$ cat src/rtl/dsk_pkg.sv
// Constants and types for the decrement-and-skip execution block
// Overview of operation
// - Read the addressed file register, subtract one, deliver that as the result.
// - Nonzero-skip form skips when the result is not zero, else continues.
// - A taken skip discards the fetched next word and runs a no-operation cycle.
// - Destination bit 0 writes the working register, 1 writes the file register.
// - Access bit 0 selects the access bank, 1 uses the bank selection register.
// - Extended set, access bit 0, address 95 or less: indexed literal-offset address.
// - One cycle without skip, two with skip, three or four over longer instructions.
// - Skip over a three-word instruction: execute cycle then three all-idle cycles.
// - Zero-skip form skips when the result is zero, else continues.
package dsk_pkg;
  localparam int unsigned DW            = 8;
  localparam int unsigned AW            = 12;
  localparam logic [7:0]  LIT_OFF_LIMIT = 8'h5f;
  localparam logic [7:0]  ACC_BANK_SPLIT = 8'h60;
  localparam logic [3:0]  ACC_HIGH_BANK = 4'hf;
  localparam logic [1:0]  Q_LAST        = 2'h3;
  localparam logic [1:0]  Q_READ        = 2'h1;
  localparam logic [1:0]  Q_WRITE       = 2'h3;
  localparam logic [1:0]  WORDS_ONE     = 2'h1;
  localparam logic [DW-1:0] ONE         = 8'h01;
  localparam logic [DW-1:0] ZERO        = 8'h00;
  localparam logic [1:0]  NOP_NONE      = 2'h0;
  typedef enum logic [1:0]
  {
    DSK_IDLE = 2'b00,
    DSK_EXEC = 2'b01,
    DSK_NOP  = 2'b10
  } dsk_state_t;
endpackage

$ cat src/rtl/dsk_exec.sv
// Execution unit for the decrement-register-and-skip instructions
`timescale 1ns/100ps
module dsk_exec
(
  input  wire logic                  clk,
  input  wire logic                  rst,
  input  wire logic                  start,
  input  wire logic                  skip_on_nonzero,
  input  wire logic                  dest_file,
  input  wire logic                  access_bsr,
  input  wire logic                  ext_enable,
  input  wire logic [7:0]            f_addr,
  input  wire logic [3:0]            bank_selection_register,
  input  wire logic [dsk_pkg::AW-1:0] index_base,
  input  wire logic [1:0]            next_words,
  input  wire logic [dsk_pkg::DW-1:0] file_rdata,
  output logic                       busy,
  output logic [1:0]                 q_phase,
  output logic                       file_rd,
  output logic [dsk_pkg::AW-1:0]     file_addr,
  output logic                       file_wr,
  output logic                       w_wr,
  output logic [dsk_pkg::DW-1:0]     result,
  output logic                       skip_taken,
  output logic                       nop_cycle,
  output logic                       instr_done
);
  dsk_pkg::dsk_state_t state;
  dsk_pkg::dsk_state_t next_state;
  logic                cyc_end;
  logic [1:0]          nop_left;
  logic [1:0]          next_nop_left;
  logic                op_nz;
  logic                next_op_nz;
  logic                op_dest;
  logic                next_op_dest;
  logic [1:0]          op_words;
  logic [1:0]          next_op_words;
  logic [dsk_pkg::AW-1:0] op_addr;
  logic [dsk_pkg::AW-1:0] next_op_addr;
  logic [dsk_pkg::DW-1:0] next_result;
  logic                next_skip_taken;
  logic [dsk_pkg::AW-1:0] eff_addr;
  logic                do_skip;
  logic                accept;

  // Count of one remaining idle cycle, used to end the skip
  localparam logic [1:0] WORDS_ONE_C = dsk_pkg::WORDS_ONE;

  dsk_phase u_phase
  (
    .clk     (clk),
    .rst     (rst),
    .q_phase (q_phase),
    .cyc_end (cyc_end)
  );

  // Effective address from operand, access bit and bank register
  always_comb
  begin
    if (ext_enable && !access_bsr && (f_addr <= dsk_pkg::LIT_OFF_LIMIT))
      eff_addr = index_base + {4'h0, f_addr};
    else if (access_bsr)
      eff_addr = {bank_selection_register, f_addr};
    else if (f_addr < dsk_pkg::ACC_BANK_SPLIT)
      eff_addr = {4'h0, f_addr};
    else
      eff_addr = {dsk_pkg::ACC_HIGH_BANK, f_addr};
  end

  // Start is taken only at a cycle boundary while idle
  assign accept = (state == dsk_pkg::DSK_IDLE) && start && cyc_end;

  // Skip decision from the decremented value
  always_comb
  begin
    do_skip = op_nz ? (result != dsk_pkg::ZERO) : (result == dsk_pkg::ZERO);
  end

  // Sequencer next-state computation
  always_comb
  begin
    next_state      = state;
    next_nop_left   = nop_left;
    next_op_nz      = op_nz;
    next_op_dest    = op_dest;
    next_op_words   = op_words;
    next_op_addr    = op_addr;
    next_result     = result;
    next_skip_taken = skip_taken;
    case (state)
      dsk_pkg::DSK_IDLE:
      begin
        if (accept)
        begin
          next_state      = dsk_pkg::DSK_EXEC;
          next_op_nz      = skip_on_nonzero;
          next_op_dest    = dest_file;
          next_op_words   = (next_words == 2'h0) ? dsk_pkg::WORDS_ONE : next_words;
          next_op_addr    = eff_addr;
          next_skip_taken = 1'b0;
        end
      end
      dsk_pkg::DSK_EXEC:
      begin
        if (q_phase == dsk_pkg::Q_READ)
          next_result = file_rdata - dsk_pkg::ONE;
        if (cyc_end)
        begin
          if (do_skip)
          begin
            next_state      = dsk_pkg::DSK_NOP;
            next_nop_left   = op_words;
            next_skip_taken = 1'b1;
          end
          else
            next_state = dsk_pkg::DSK_IDLE;
        end
      end
      dsk_pkg::DSK_NOP:
      begin
        if (cyc_end)
        begin
          next_nop_left = nop_left - 2'h1;
          if (nop_left == WORDS_ONE_C)
            next_state = dsk_pkg::DSK_IDLE;
        end
      end
      default:
        next_state = dsk_pkg::DSK_IDLE;
    endcase
  end

  always_ff @(posedge clk)
  begin
    if (rst)
    begin
      state      <= dsk_pkg::DSK_IDLE;
      nop_left   <= dsk_pkg::NOP_NONE;
      op_nz      <= 1'b0;
      op_dest    <= 1'b1;
      op_words   <= dsk_pkg::WORDS_ONE;
      op_addr    <= '0;
      result     <= dsk_pkg::ZERO;
      skip_taken <= 1'b0;
    end
    else
    begin
      state      <= next_state;
      nop_left   <= next_nop_left;
      op_nz      <= next_op_nz;
      op_dest    <= next_op_dest;
      op_words   <= next_op_words;
      op_addr    <= next_op_addr;
      result     <= next_result;
      skip_taken <= next_skip_taken;
    end
  end

  // Memory strobes and status
  assign busy      = (state != dsk_pkg::DSK_IDLE);
  assign file_addr = op_addr;
  assign file_rd   = (state == dsk_pkg::DSK_EXEC) && (q_phase == dsk_pkg::Q_READ);
  assign file_wr   = (state == dsk_pkg::DSK_EXEC) && (q_phase == dsk_pkg::Q_WRITE) && op_dest;
  assign w_wr      = (state == dsk_pkg::DSK_EXEC) && (q_phase == dsk_pkg::Q_WRITE) && !op_dest;
  assign nop_cycle = (state == dsk_pkg::DSK_NOP);
  assign instr_done = cyc_end &&
    (((state == dsk_pkg::DSK_EXEC) && !do_skip) ||
     ((state == dsk_pkg::DSK_NOP) && (nop_left == WORDS_ONE_C)));

  // Instruction length counter for checking
  logic [2:0] cyc_cnt;
  always_ff @(posedge clk)
  begin
    if (rst || accept)
      cyc_cnt <= 3'h0;
    else if (busy && cyc_end)
      cyc_cnt <= cyc_cnt + 3'h1;
  end
endmodule // dsk_exec

$ cat src/rtl/dsk_phase.sv
// Four-phase generator dividing the core clock into instruction phases
`timescale 1ns/100ps
module dsk_phase
(
  input  wire logic       clk,
  input  wire logic       rst,
  output logic [1:0]      q_phase,
  output logic            cyc_end
);
  logic [1:0] next_q_phase;

  // Phase counter advances every clock
  always_comb
  begin
    next_q_phase = q_phase + 2'h1;
  end

  always_ff @(posedge clk)
  begin
    if (rst)
      q_phase <= 2'h0;
    else
      q_phase <= next_q_phase;
  end

  assign cyc_end = (q_phase == dsk_pkg::Q_LAST);
endmodule // dsk_phase

$ cat config.mk
export PLATFORM = sky130hd
export DESIGN_NAME = dsk_exec
export DESIGN_NICKNAME = d
export VERILOG_FILES = /design/src/rtl/dsk_pkg.sv /design/src/rtl/dsk_exec.sv /design/src/rtl/dsk_phase.sv
export SDC_FILE = /design/constraint.sdc
export NUM_CORES = 1
export LEC_CHECK = 0
export ABC_AREA = 1
export BUFFER_PORTS_ARGS = -buffer_cell sky130_fd_sc_hd__buf_2
export CORE_UTILIZATION = 50
export DETAILED_ROUTE_END_ITERATION = 8
export HOLD_SLACK_MARGIN = 0.12
export PLACE_DENSITY = 0.8
export SLEW_MARGIN = 20
export SYNTH_ARGS = -nofsm -noshare
export SYNTH_HDL_FRONTEND = slang
export SYNTH_SLANG_ARGS = --single-unit
$ cat constraint.sdc
create_clock -name clk -period 2.3 [get_ports clk]
set_input_delay 0.69 -clock clk [delete_from_list [all_inputs] [get_ports clk]]
set_output_delay 0.69 -clock clk [all_outputs]
set_load 0.02 [all_outputs]
==> impl_metrics.env, run 1 <==
export IMPL_track_usage_pct=25.63
export IMPL_outcome="complete, no violations"
export IMPL_path_buf_inv=1
export IMPL_path_class="reg2out"
export IMPL_cp_top_family="simple AND/OR/NAND/NOR gates"
export IMPL_crit_start="result[0]"
export IMPL_clkTransAtPathRegs_ps=60
export IMPL_hold_ws_ps=457.0
export IMPL_drtIter0Drc=153
export IMPL_postLayoutCellArea_um2=2509
export IMPL_regArea_um2=620.6
export IMPL_synthTopCellsByArea="dfxtp_1 30%, nand2_1 13%, inv_1 9.0%, a21oi_1 7.6%, ha_1 7.3%"
export IMPL_timing_fmax_ghz=0.4701
export IMPL_drv_slew=0
export IMPL_peakVddDrop_v=0.0002767
export IMPL_clock_path_buffers=2
export IMPL_worstRegToRegCells=7
export IMPL_tightest_slew_ps=256.8
export IMPL_grt_pass1_vias=2055
export IMPL_cp_slowest_stage_delay_ps=320
export IMPL_ys_warnings_count=0
export IMPL_multi_input_area_um2=1184
export IMPL_synth_top_family_by_area="simple AND/OR/NAND/NOR gates"
export IMPL_die_w_um=65.93
export IMPL_synthCells=314
export IMPL_port_buffers=69
export IMPL_area_growth_pct=22.78
export IMPL_start_kind="flop"
export IMPL_antenna_found_initial=0
export IMPL_synthMuxAreaShare_pct=0
export IMPL_timing_rr_end="skip_taken"
export IMPL_ys_types=32
export IMPL_path_max_fanout=5
export IMPL_worstHoldPathCells=2
export IMPL_p_comb_share_pct=21.9
export IMPL_die_area_um2=4346
export IMPL_die_h_um=65.93
export IMPL_synth_nets=368
export IMPL_yosysTopAreaCellShare_pct=30.37
export IMPL_maxCapViolCount=0
export IMPL_total_leakage_power_nw=1.394
export IMPL_routedWlPerCell_um=11.55
export IMPL_hpwlAfterDp_um=3951
export IMPL_drive_gt1_share_pct=22.80
export IMPL_cts_root_buf="clkbuf_8"
export IMPL_antenna_cells=0
export IMPL_yosysSeqAreaShare_pct=30.37
export IMPL_min_to="skip_taken"
export IMPL_place_congestion=0.9150
export IMPL_worstPathRequired_ps=1610
export IMPL_synthArstFlopShare_pct=0
export IMPL_relSlewSlack_pct=82.72
export IMPL_p_int_w=0.0008599
export IMPL_synth_edf_count=0
export IMPL_coreArea_um2=3799
export IMPL_yosysMostFrequentCell="nand2_1"
export IMPL_synthAdderAreaFrac_pct=8.328
export IMPL_num_vias=2219
export IMPL_worstPathCellList="nor2_1 > nand3_1 > o21ai_1 > nand3_2 > o22ai_1 > buf_2"
export IMPL_synth_common_cells="69 x nand2_1, 49 x inv_1, 31 x a21oi_1, 31 x dfxtp_1"
export IMPL_synth_xor_area_share_pct=2.572
export IMPL_hold_viol_final=0
export IMPL_rr_startpoint="u_phase.q_phase[0]"
export IMPL_swShare_pct=29.05
export IMPL_vias_per_cell=5.113
export IMPL_syn_area_um2=2043
export IMPL_holdCritPathClass="reg2reg"
export IMPL_yosys_area_share_simple_pct=28.97
export IMPL_dr_pass1_iters=4
export IMPL_synth_seq_cells=31
export IMPL_clock_sinks=31
export IMPL_wl_um=5014
export IMPL_fillCellCount=382
export IMPL_fin_crit_sh_pct=92.49
export IMPL_synth_top_area_cell="dfxtp_1"
export IMPL_crit_arrival_ps=1440
export IMPL_min_from="skip_taken"
export IMPL_fin_skew_ps=5.454
export IMPL_syn_area_per_cell_um2=6.507
export IMPL_endpoint_kind="output port"
export IMPL_io_pins=70
export IMPL_postRouteAntennaNets=0
export IMPL_initial_core_util_pct=53.79
export IMPL_power_density_nw_per_um2=483.2
export IMPL_grt_ovfl_total=0
export IMPL_grt_pass1_wl_um=8735
export IMPL_clkPwrFrac_pct=31.6
export IMPL_placedInstanceArea_um2=2431
export IMPL_rrSetupSlack_ps=820
export IMPL_hold_buffers=0
export IMPL_nets=441
export IMPL_finalCriticalPeriod_ps=2127
export IMPL_cts_made_buffers=5
export IMPL_cts_tree="yes"
export IMPL_clk_latency_ps=270
export IMPL_num_rows=22
export IMPL_drc=0
export IMPL_slowest_stage="dfxtp_1"
export IMPL_p_switching_w=0.0003522
export IMPL_synth_compound_area_share_pct=17.82
export IMPL_seq_power_share_pct=46.5
export IMPL_grt_max_degree=14
export IMPL_cts_max_level=2
export IMPL_setup_violations_final=0
export IMPL_synth_top_flop_cell="dfxtp_1"
==> flip-flops by register name, indices dropped and copies added (netlist names) <==
name and count:
file_addr 12, nop_left 2, op_dest 1, op_nz 1, op_words 2, result 8
skip_taken 1, state 2, u_phase.q_phase 2
==> cell families after synthesis <==
group,after synthesis
DFF,31
and+or+nand+nor,136
xor gates and xnor gates,6
AOI/OAI and AO/OA,69
buffers and inverters,59
adders and majority gates,13
==> worst max-delay path by stage <==
stage / end / slack, ps / cells after the start
3_5_place_dp: file_addr[6] / 120 / 12
2_1_floorplan: w_wr / 310 / 3
4_1_cts: instr_done / 80 / 6
3_3_place_gp: file_addr[6] / 160 / 12
5_1_grt: instr_done / -10 / 6
6_report: instr_done / 170 / 6
==> stage by stage <==
| stage | worst slack [ps] | util (%) | instances | total power [W] | setup TNS, ps |
|---|---|---|---|---|---|
| after floorplan | 312.3 | - | 314 | 0.0007481 | 0 |
| after global placement | 161.5 | 64.00 | 428 | 0.0008334 | 0 |
| after detailed placement | 122.9 | 64.00 | 428 | 0.0008384 | 0 |
| after CTS | 78.81 | 65.91 | 434 | 0.001219 | 0 |
| after global routing | -14.83 | 66.04 | 434 | 0.001288 | -14.83 |
| final | 172.8 | 66.04 | 434 | 0.001212 | 0 |
==> final cells by class <==
cell class / instances / share of cell area, %
clock buffer: 6 / 2.893
inverter: 52 / 7.830
multi-input combinational: 224 / 47.18
sequential: 31 / 24.74
tap: 48 / 2.394
timing repair buffer: 73 / 14.96
==> layer usage <==
metal	vias up	part of all wire, %	global-route usage [%]
met2	71	47	44.64
met1	980	46	32.18
li1	1166	-	-
met3	2	6.1	4.828
met4	0	0.30	5.978
met5	-	0	0
==> placed cells by master (no fill, tap or decap) <==
master    netlist  routed
ha_1           12      12
a21boi_0        1       1
o211ai_1        3       3
nor2_1         25      25
nor2_2          1       1
dfxtp_1        31      31
or2_2           1       1
a31oi_1         2       2
nand3_2         1       2
fa_1            1       1
clkbuf_1        2       1
xor2_1          5       5
nand2_2         2       2
o22ai_1         1       1
buf_4           1       4
inv_2           2       2
nand3_1        25      24
and3_1          1       1
a21o_1          2       2
o21ai_1        10      11
nor2_4          1       1
inv_1          49      49
xnor2_1         1       1
clkinv_2        1       1
nor3_1          3       3
buf_2           2      69
a21oi_1        31      31
clkbuf_8        0       5
nand4_1         5       5
nand3b_1        2       2
o21ai_0        19      18
nand2_1        69      69
==> power by group through the flow <==
| stage | Combinational [W] | Sequential [W] | Clock, W |
|---|---|---|---|
| detailed placement | 0.000263 | 0.000575 | 0 |
| global route | 0.000304 | 0.000565 | 0.000418 |
| global placement | 0.000259 | 0.000574 | 0 |
| floorplan | 0.000159 | 0.000589 | 0 |
| finish | 0.000266 | 0.000564 | 0.000383 |
| CTS | 0.000265 | 0.000564 | 0.000390 |
==> worst register-to-register path, stage by stage, from the launching register on <==
cell     delay (ps)
dfxtp_1         380
ha_1            240
nand3_2         110
inv_2           210
o21ai_1          80
nor2_1          140
nand3_1         120
a21oi_1         150
==> timing repair <==
item | 4_1_cts | 5_1_grt
resized for setup | 0 | 2
setup endpoints to repair | 0 | 1
buffers inserted | 0 | 0
(Power assumes the default switching activity.)
==> run 2: changes to the inputs <==
--- a/config.mk
+++ b/config.mk
@@ -9,9 +9,11 @@
 export BUFFER_PORTS_ARGS = -buffer_cell sky130_fd_sc_hd__buf_2
 export CORE_UTILIZATION = 50
 export DETAILED_ROUTE_END_ITERATION = 8
+export GPL_TIMING_DRIVEN = 0
 export HOLD_SLACK_MARGIN = 0.12
 export PLACE_DENSITY = 0.8
 export SLEW_MARGIN = 20
 export SYNTH_ARGS = -nofsm -noshare
 export SYNTH_HDL_FRONTEND = slang
+export SYNTH_HIERARCHICAL = 1
 export SYNTH_SLANG_ARGS = --single-unit
==> impl_metrics.env, run 2 <==
export IMPL_track_usage_pct=25.50
export IMPL_endpoint_kind="output port"
export IMPL_synth_top_flop_cell="dfxtp_1"
export IMPL_cp_top_family="buffers and inverters"
export IMPL_hpwlAfterDp_um=4032
export IMPL_ys_warnings_count=6
export IMPL_num_vias=2256
export IMPL_cts_max_level=2
export IMPL_path_buf_inv=4
export IMPL_fin_crit_sh_pct=96.43
export IMPL_synthTopCellsByArea="dfxtp_1 30%, nand2_1 14%, inv_1 8.5%, a21oi_1 7.0%, ha_1 6.7%"
export IMPL_place_congestion=0.9306
export IMPL_grt_max_degree=11
export IMPL_path_max_fanout=10
export IMPL_nets=450
export IMPL_coreArea_um2=3799
export IMPL_multi_input_area_um2=1201
export IMPL_area_growth_pct=25.58
export IMPL_yosysTopAreaCellShare_pct=30.06
export IMPL_cts_made_buffers=5
export IMPL_syn_area_per_cell_um2=6.492
export IMPL_final_util_pct=68.25
export IMPL_start_kind="flop"
export IMPL_setup_violations_final=0
export IMPL_fillCellCount=352
export IMPL_maxCapViolCount=0
export IMPL_cp_depth=6
export IMPL_timing_fmax_ghz=0.4509
export IMPL_routedWlPerCell_um=11.56
export IMPL_antenna_cells=0
export IMPL_port_buffers=69
export IMPL_crit_start="state[0]"
export IMPL_rrSetupSlack_ps=850
export IMPL_hold_ws_ps=456.5
export IMPL_drtIter0Drc=90
export IMPL_holdCritPathClass="reg2reg"
export IMPL_synth_edf_count=0
export IMPL_timing_rr_end="file_addr[9]"
export IMPL_outcome="complete, no violations"
export IMPL_largest_reg_flops=12
export IMPL_io_pins=70
export IMPL_num_rows=22
export IMPL_endpoint="file_rd"
export IMPL_synthArstFlopShare_pct=0
export IMPL_finalCriticalPeriod_ps=2218
export IMPL_vias_per_cell=5.058
export IMPL_synth_seq_cells=31
export IMPL_synthCells=318
export IMPL_worstPathCellList="inv_1 > nor2_4 > inv_2 > nor3_4 > buf_6 > buf_2"
export IMPL_synth_nets=371
export IMPL_antenna_found_initial=0
export IMPL_grt_ovfl_total=0
export IMPL_drive_gt1_share_pct=23.62
export IMPL_synth_common_cells="76 x nand2_1, 47 x inv_1, 31 x dfxtp_1, 31 x nor2_1, 29 x a21oi_1"
export IMPL_clkTransAtPathRegs_ps=70
export IMPL_regArea_um2=620.6
export IMPL_clk_latency_ps=290
export IMPL_synth_top_area_cell="dfxtp_1"
export IMPL_initial_core_util_pct=54.35
export IMPL_die_area_um2=4390
export IMPL_worstPathRequired_ps=1610
export IMPL_p_total_w=0.001321
export IMPL_dr_pass1_iters=4
export IMPL_mostFrequentLayoutCell="nand2_1"
export IMPL_clock_sinks=31
export IMPL_peakVddDrop_v=0.0003462
export IMPL_drv_slew=0
export IMPL_grt_pass1_wl_um=8507
export IMPL_fin_skew_ps=5.044
export IMPL_clock_path_buffers=2
export IMPL_crit_arrival_ps=1530
export IMPL_path_class="reg2out"
export IMPL_yosysMostFrequentCell="nand2_1"
export IMPL_postRouteAntennaNets=0
export IMPL_grt_pass1_vias=2013
export IMPL_layout_common_cells="76 x nand2_1, 71 x buf_2, 47 x inv_1"
export IMPL_slowest_stage="dfxtp_1"
export IMPL_cp_slowest_stage_delay_ps=330
export IMPL_yosysSeqAreaShare_pct=30.06
export IMPL_syn_area_um2=2064
export IMPL_cts_tree="yes"
export IMPL_relSlewSlack_pct=70.14
export IMPL_tightest_slew_ps=447.9
export IMPL_cts_root_buf="clkbuf_8"
export IMPL_wl_um=5154
export IMPL_rr_startpoint="u_phase/q_phase[1]"
export IMPL_power_density_nw_per_um2=509.6
export IMPL_total_leakage_power_nw=1.422
export IMPL_die_h_um=66.26
export IMPL_drc=0
export IMPL_worstRegToRegCells=7
export IMPL_ys_types=32
export IMPL_hold_viol_final=0
export IMPL_die_w_um=66.26
[run 2: per-layer routing]
metal	up-vias	share of wire (%)	global-route usage, %
li1	1192	-	-
met1	994	48	31.43
met2	63	44	42.35
met3	7	6.5	8.276
met4	0	1.2	6.649
met5	-	0	0
[run 2: cell families (layout without fill, tap and decap cells)]
family / Yosys count / in the layout / share of synthesized area [%]
AOI/OAI and AO/OA: 69 / 69 / 18.49
xor gates and xnor gates: 5 / 5 / 2.122
adders and majority gates: 12 / 12 / 7.636
buffers and inverters: 57 / 137 / 11.76
DFF: 31 / 31 / 30.06
and+or+nand+nor: 144 / 144 / 29.94
[run 2: how the worst min path moves through the flow]
stage                                  start            endpoint  slack (ps)  depth (start not counted)
final                            op_words[1]         op_words[1]         460                          2
after global routing      u_phase/q_phase[0]  u_phase/q_phase[0]         490                          1
after CTS                 u_phase/q_phase[0]  u_phase/q_phase[0]         460                          1
after detailed placement         op_words[1]         op_words[1]         450                          2
after global placement    u_phase/q_phase[0]  u_phase/q_phase[0]         430                          1
after floorplan                  op_words[1]         op_words[1]         420                          2
[run 2: repair_timing]
action / in CTS / in global routing
hold buffers: 0 / 0
gates resized for setup: 0 / 1
setup buffers: 0 / 3
endpoints found under the setup margin: 0 / 2
[run 2: cell type report]
class / instances / area share [%]
multi-input combinational: 230 / 46.33
timing repair buffer: 72 / 14.19
inverter: 50 / 7.239
sequential: 31 / 23.94
buffer: 7 / 2.124
clock buffer: 8 / 3.861
tap: 48 / 2.317
[run 2: worst register-to-register path: cells and delay by family (launching register included)]
kind / cells / cell delay (ps)
adders and majority gates: 1 / 230
AOI/OAI and AO/OA: 2 / 230
DFF: 1 / 420
and+or+nand+nor: 1 / 130
buffers and inverters: 3 / 350
[run 2: report_power, final]
| group | leakage (nW) | switching (W) | total [W] | internal (W) |
|---|---|---|---|---|
| combinational | 1.12 | 0.000170 | 0.000277 | 0.000108 |
| clock | 0.0515 | 0.000206 | 0.000479 | 0.000273 |
| sequential | 0.251 | 0.0000115 | 0.000565 | 0.000554 |
| total | 1.42 | 0.000387 | 0.00132 | 0.000934 |
[run 2: metrics by stage]
stage / worst slack (ps) / TNS (ps) / instance area [µm²] / cells
6_report: 82.15 / 0 / 2592 / 446
2_1_floorplan: 225.3 / 0 / 2064 / 318
3_3_place_gp: 54.04 / 0 / 2470 / 435
3_5_place_dp: 10.90 / 0 / 2470 / 435
5_1_grt: -5.094 / -5.094 / 2592 / 446
4_1_cts: 29.75 / 0 / 2570 / 443
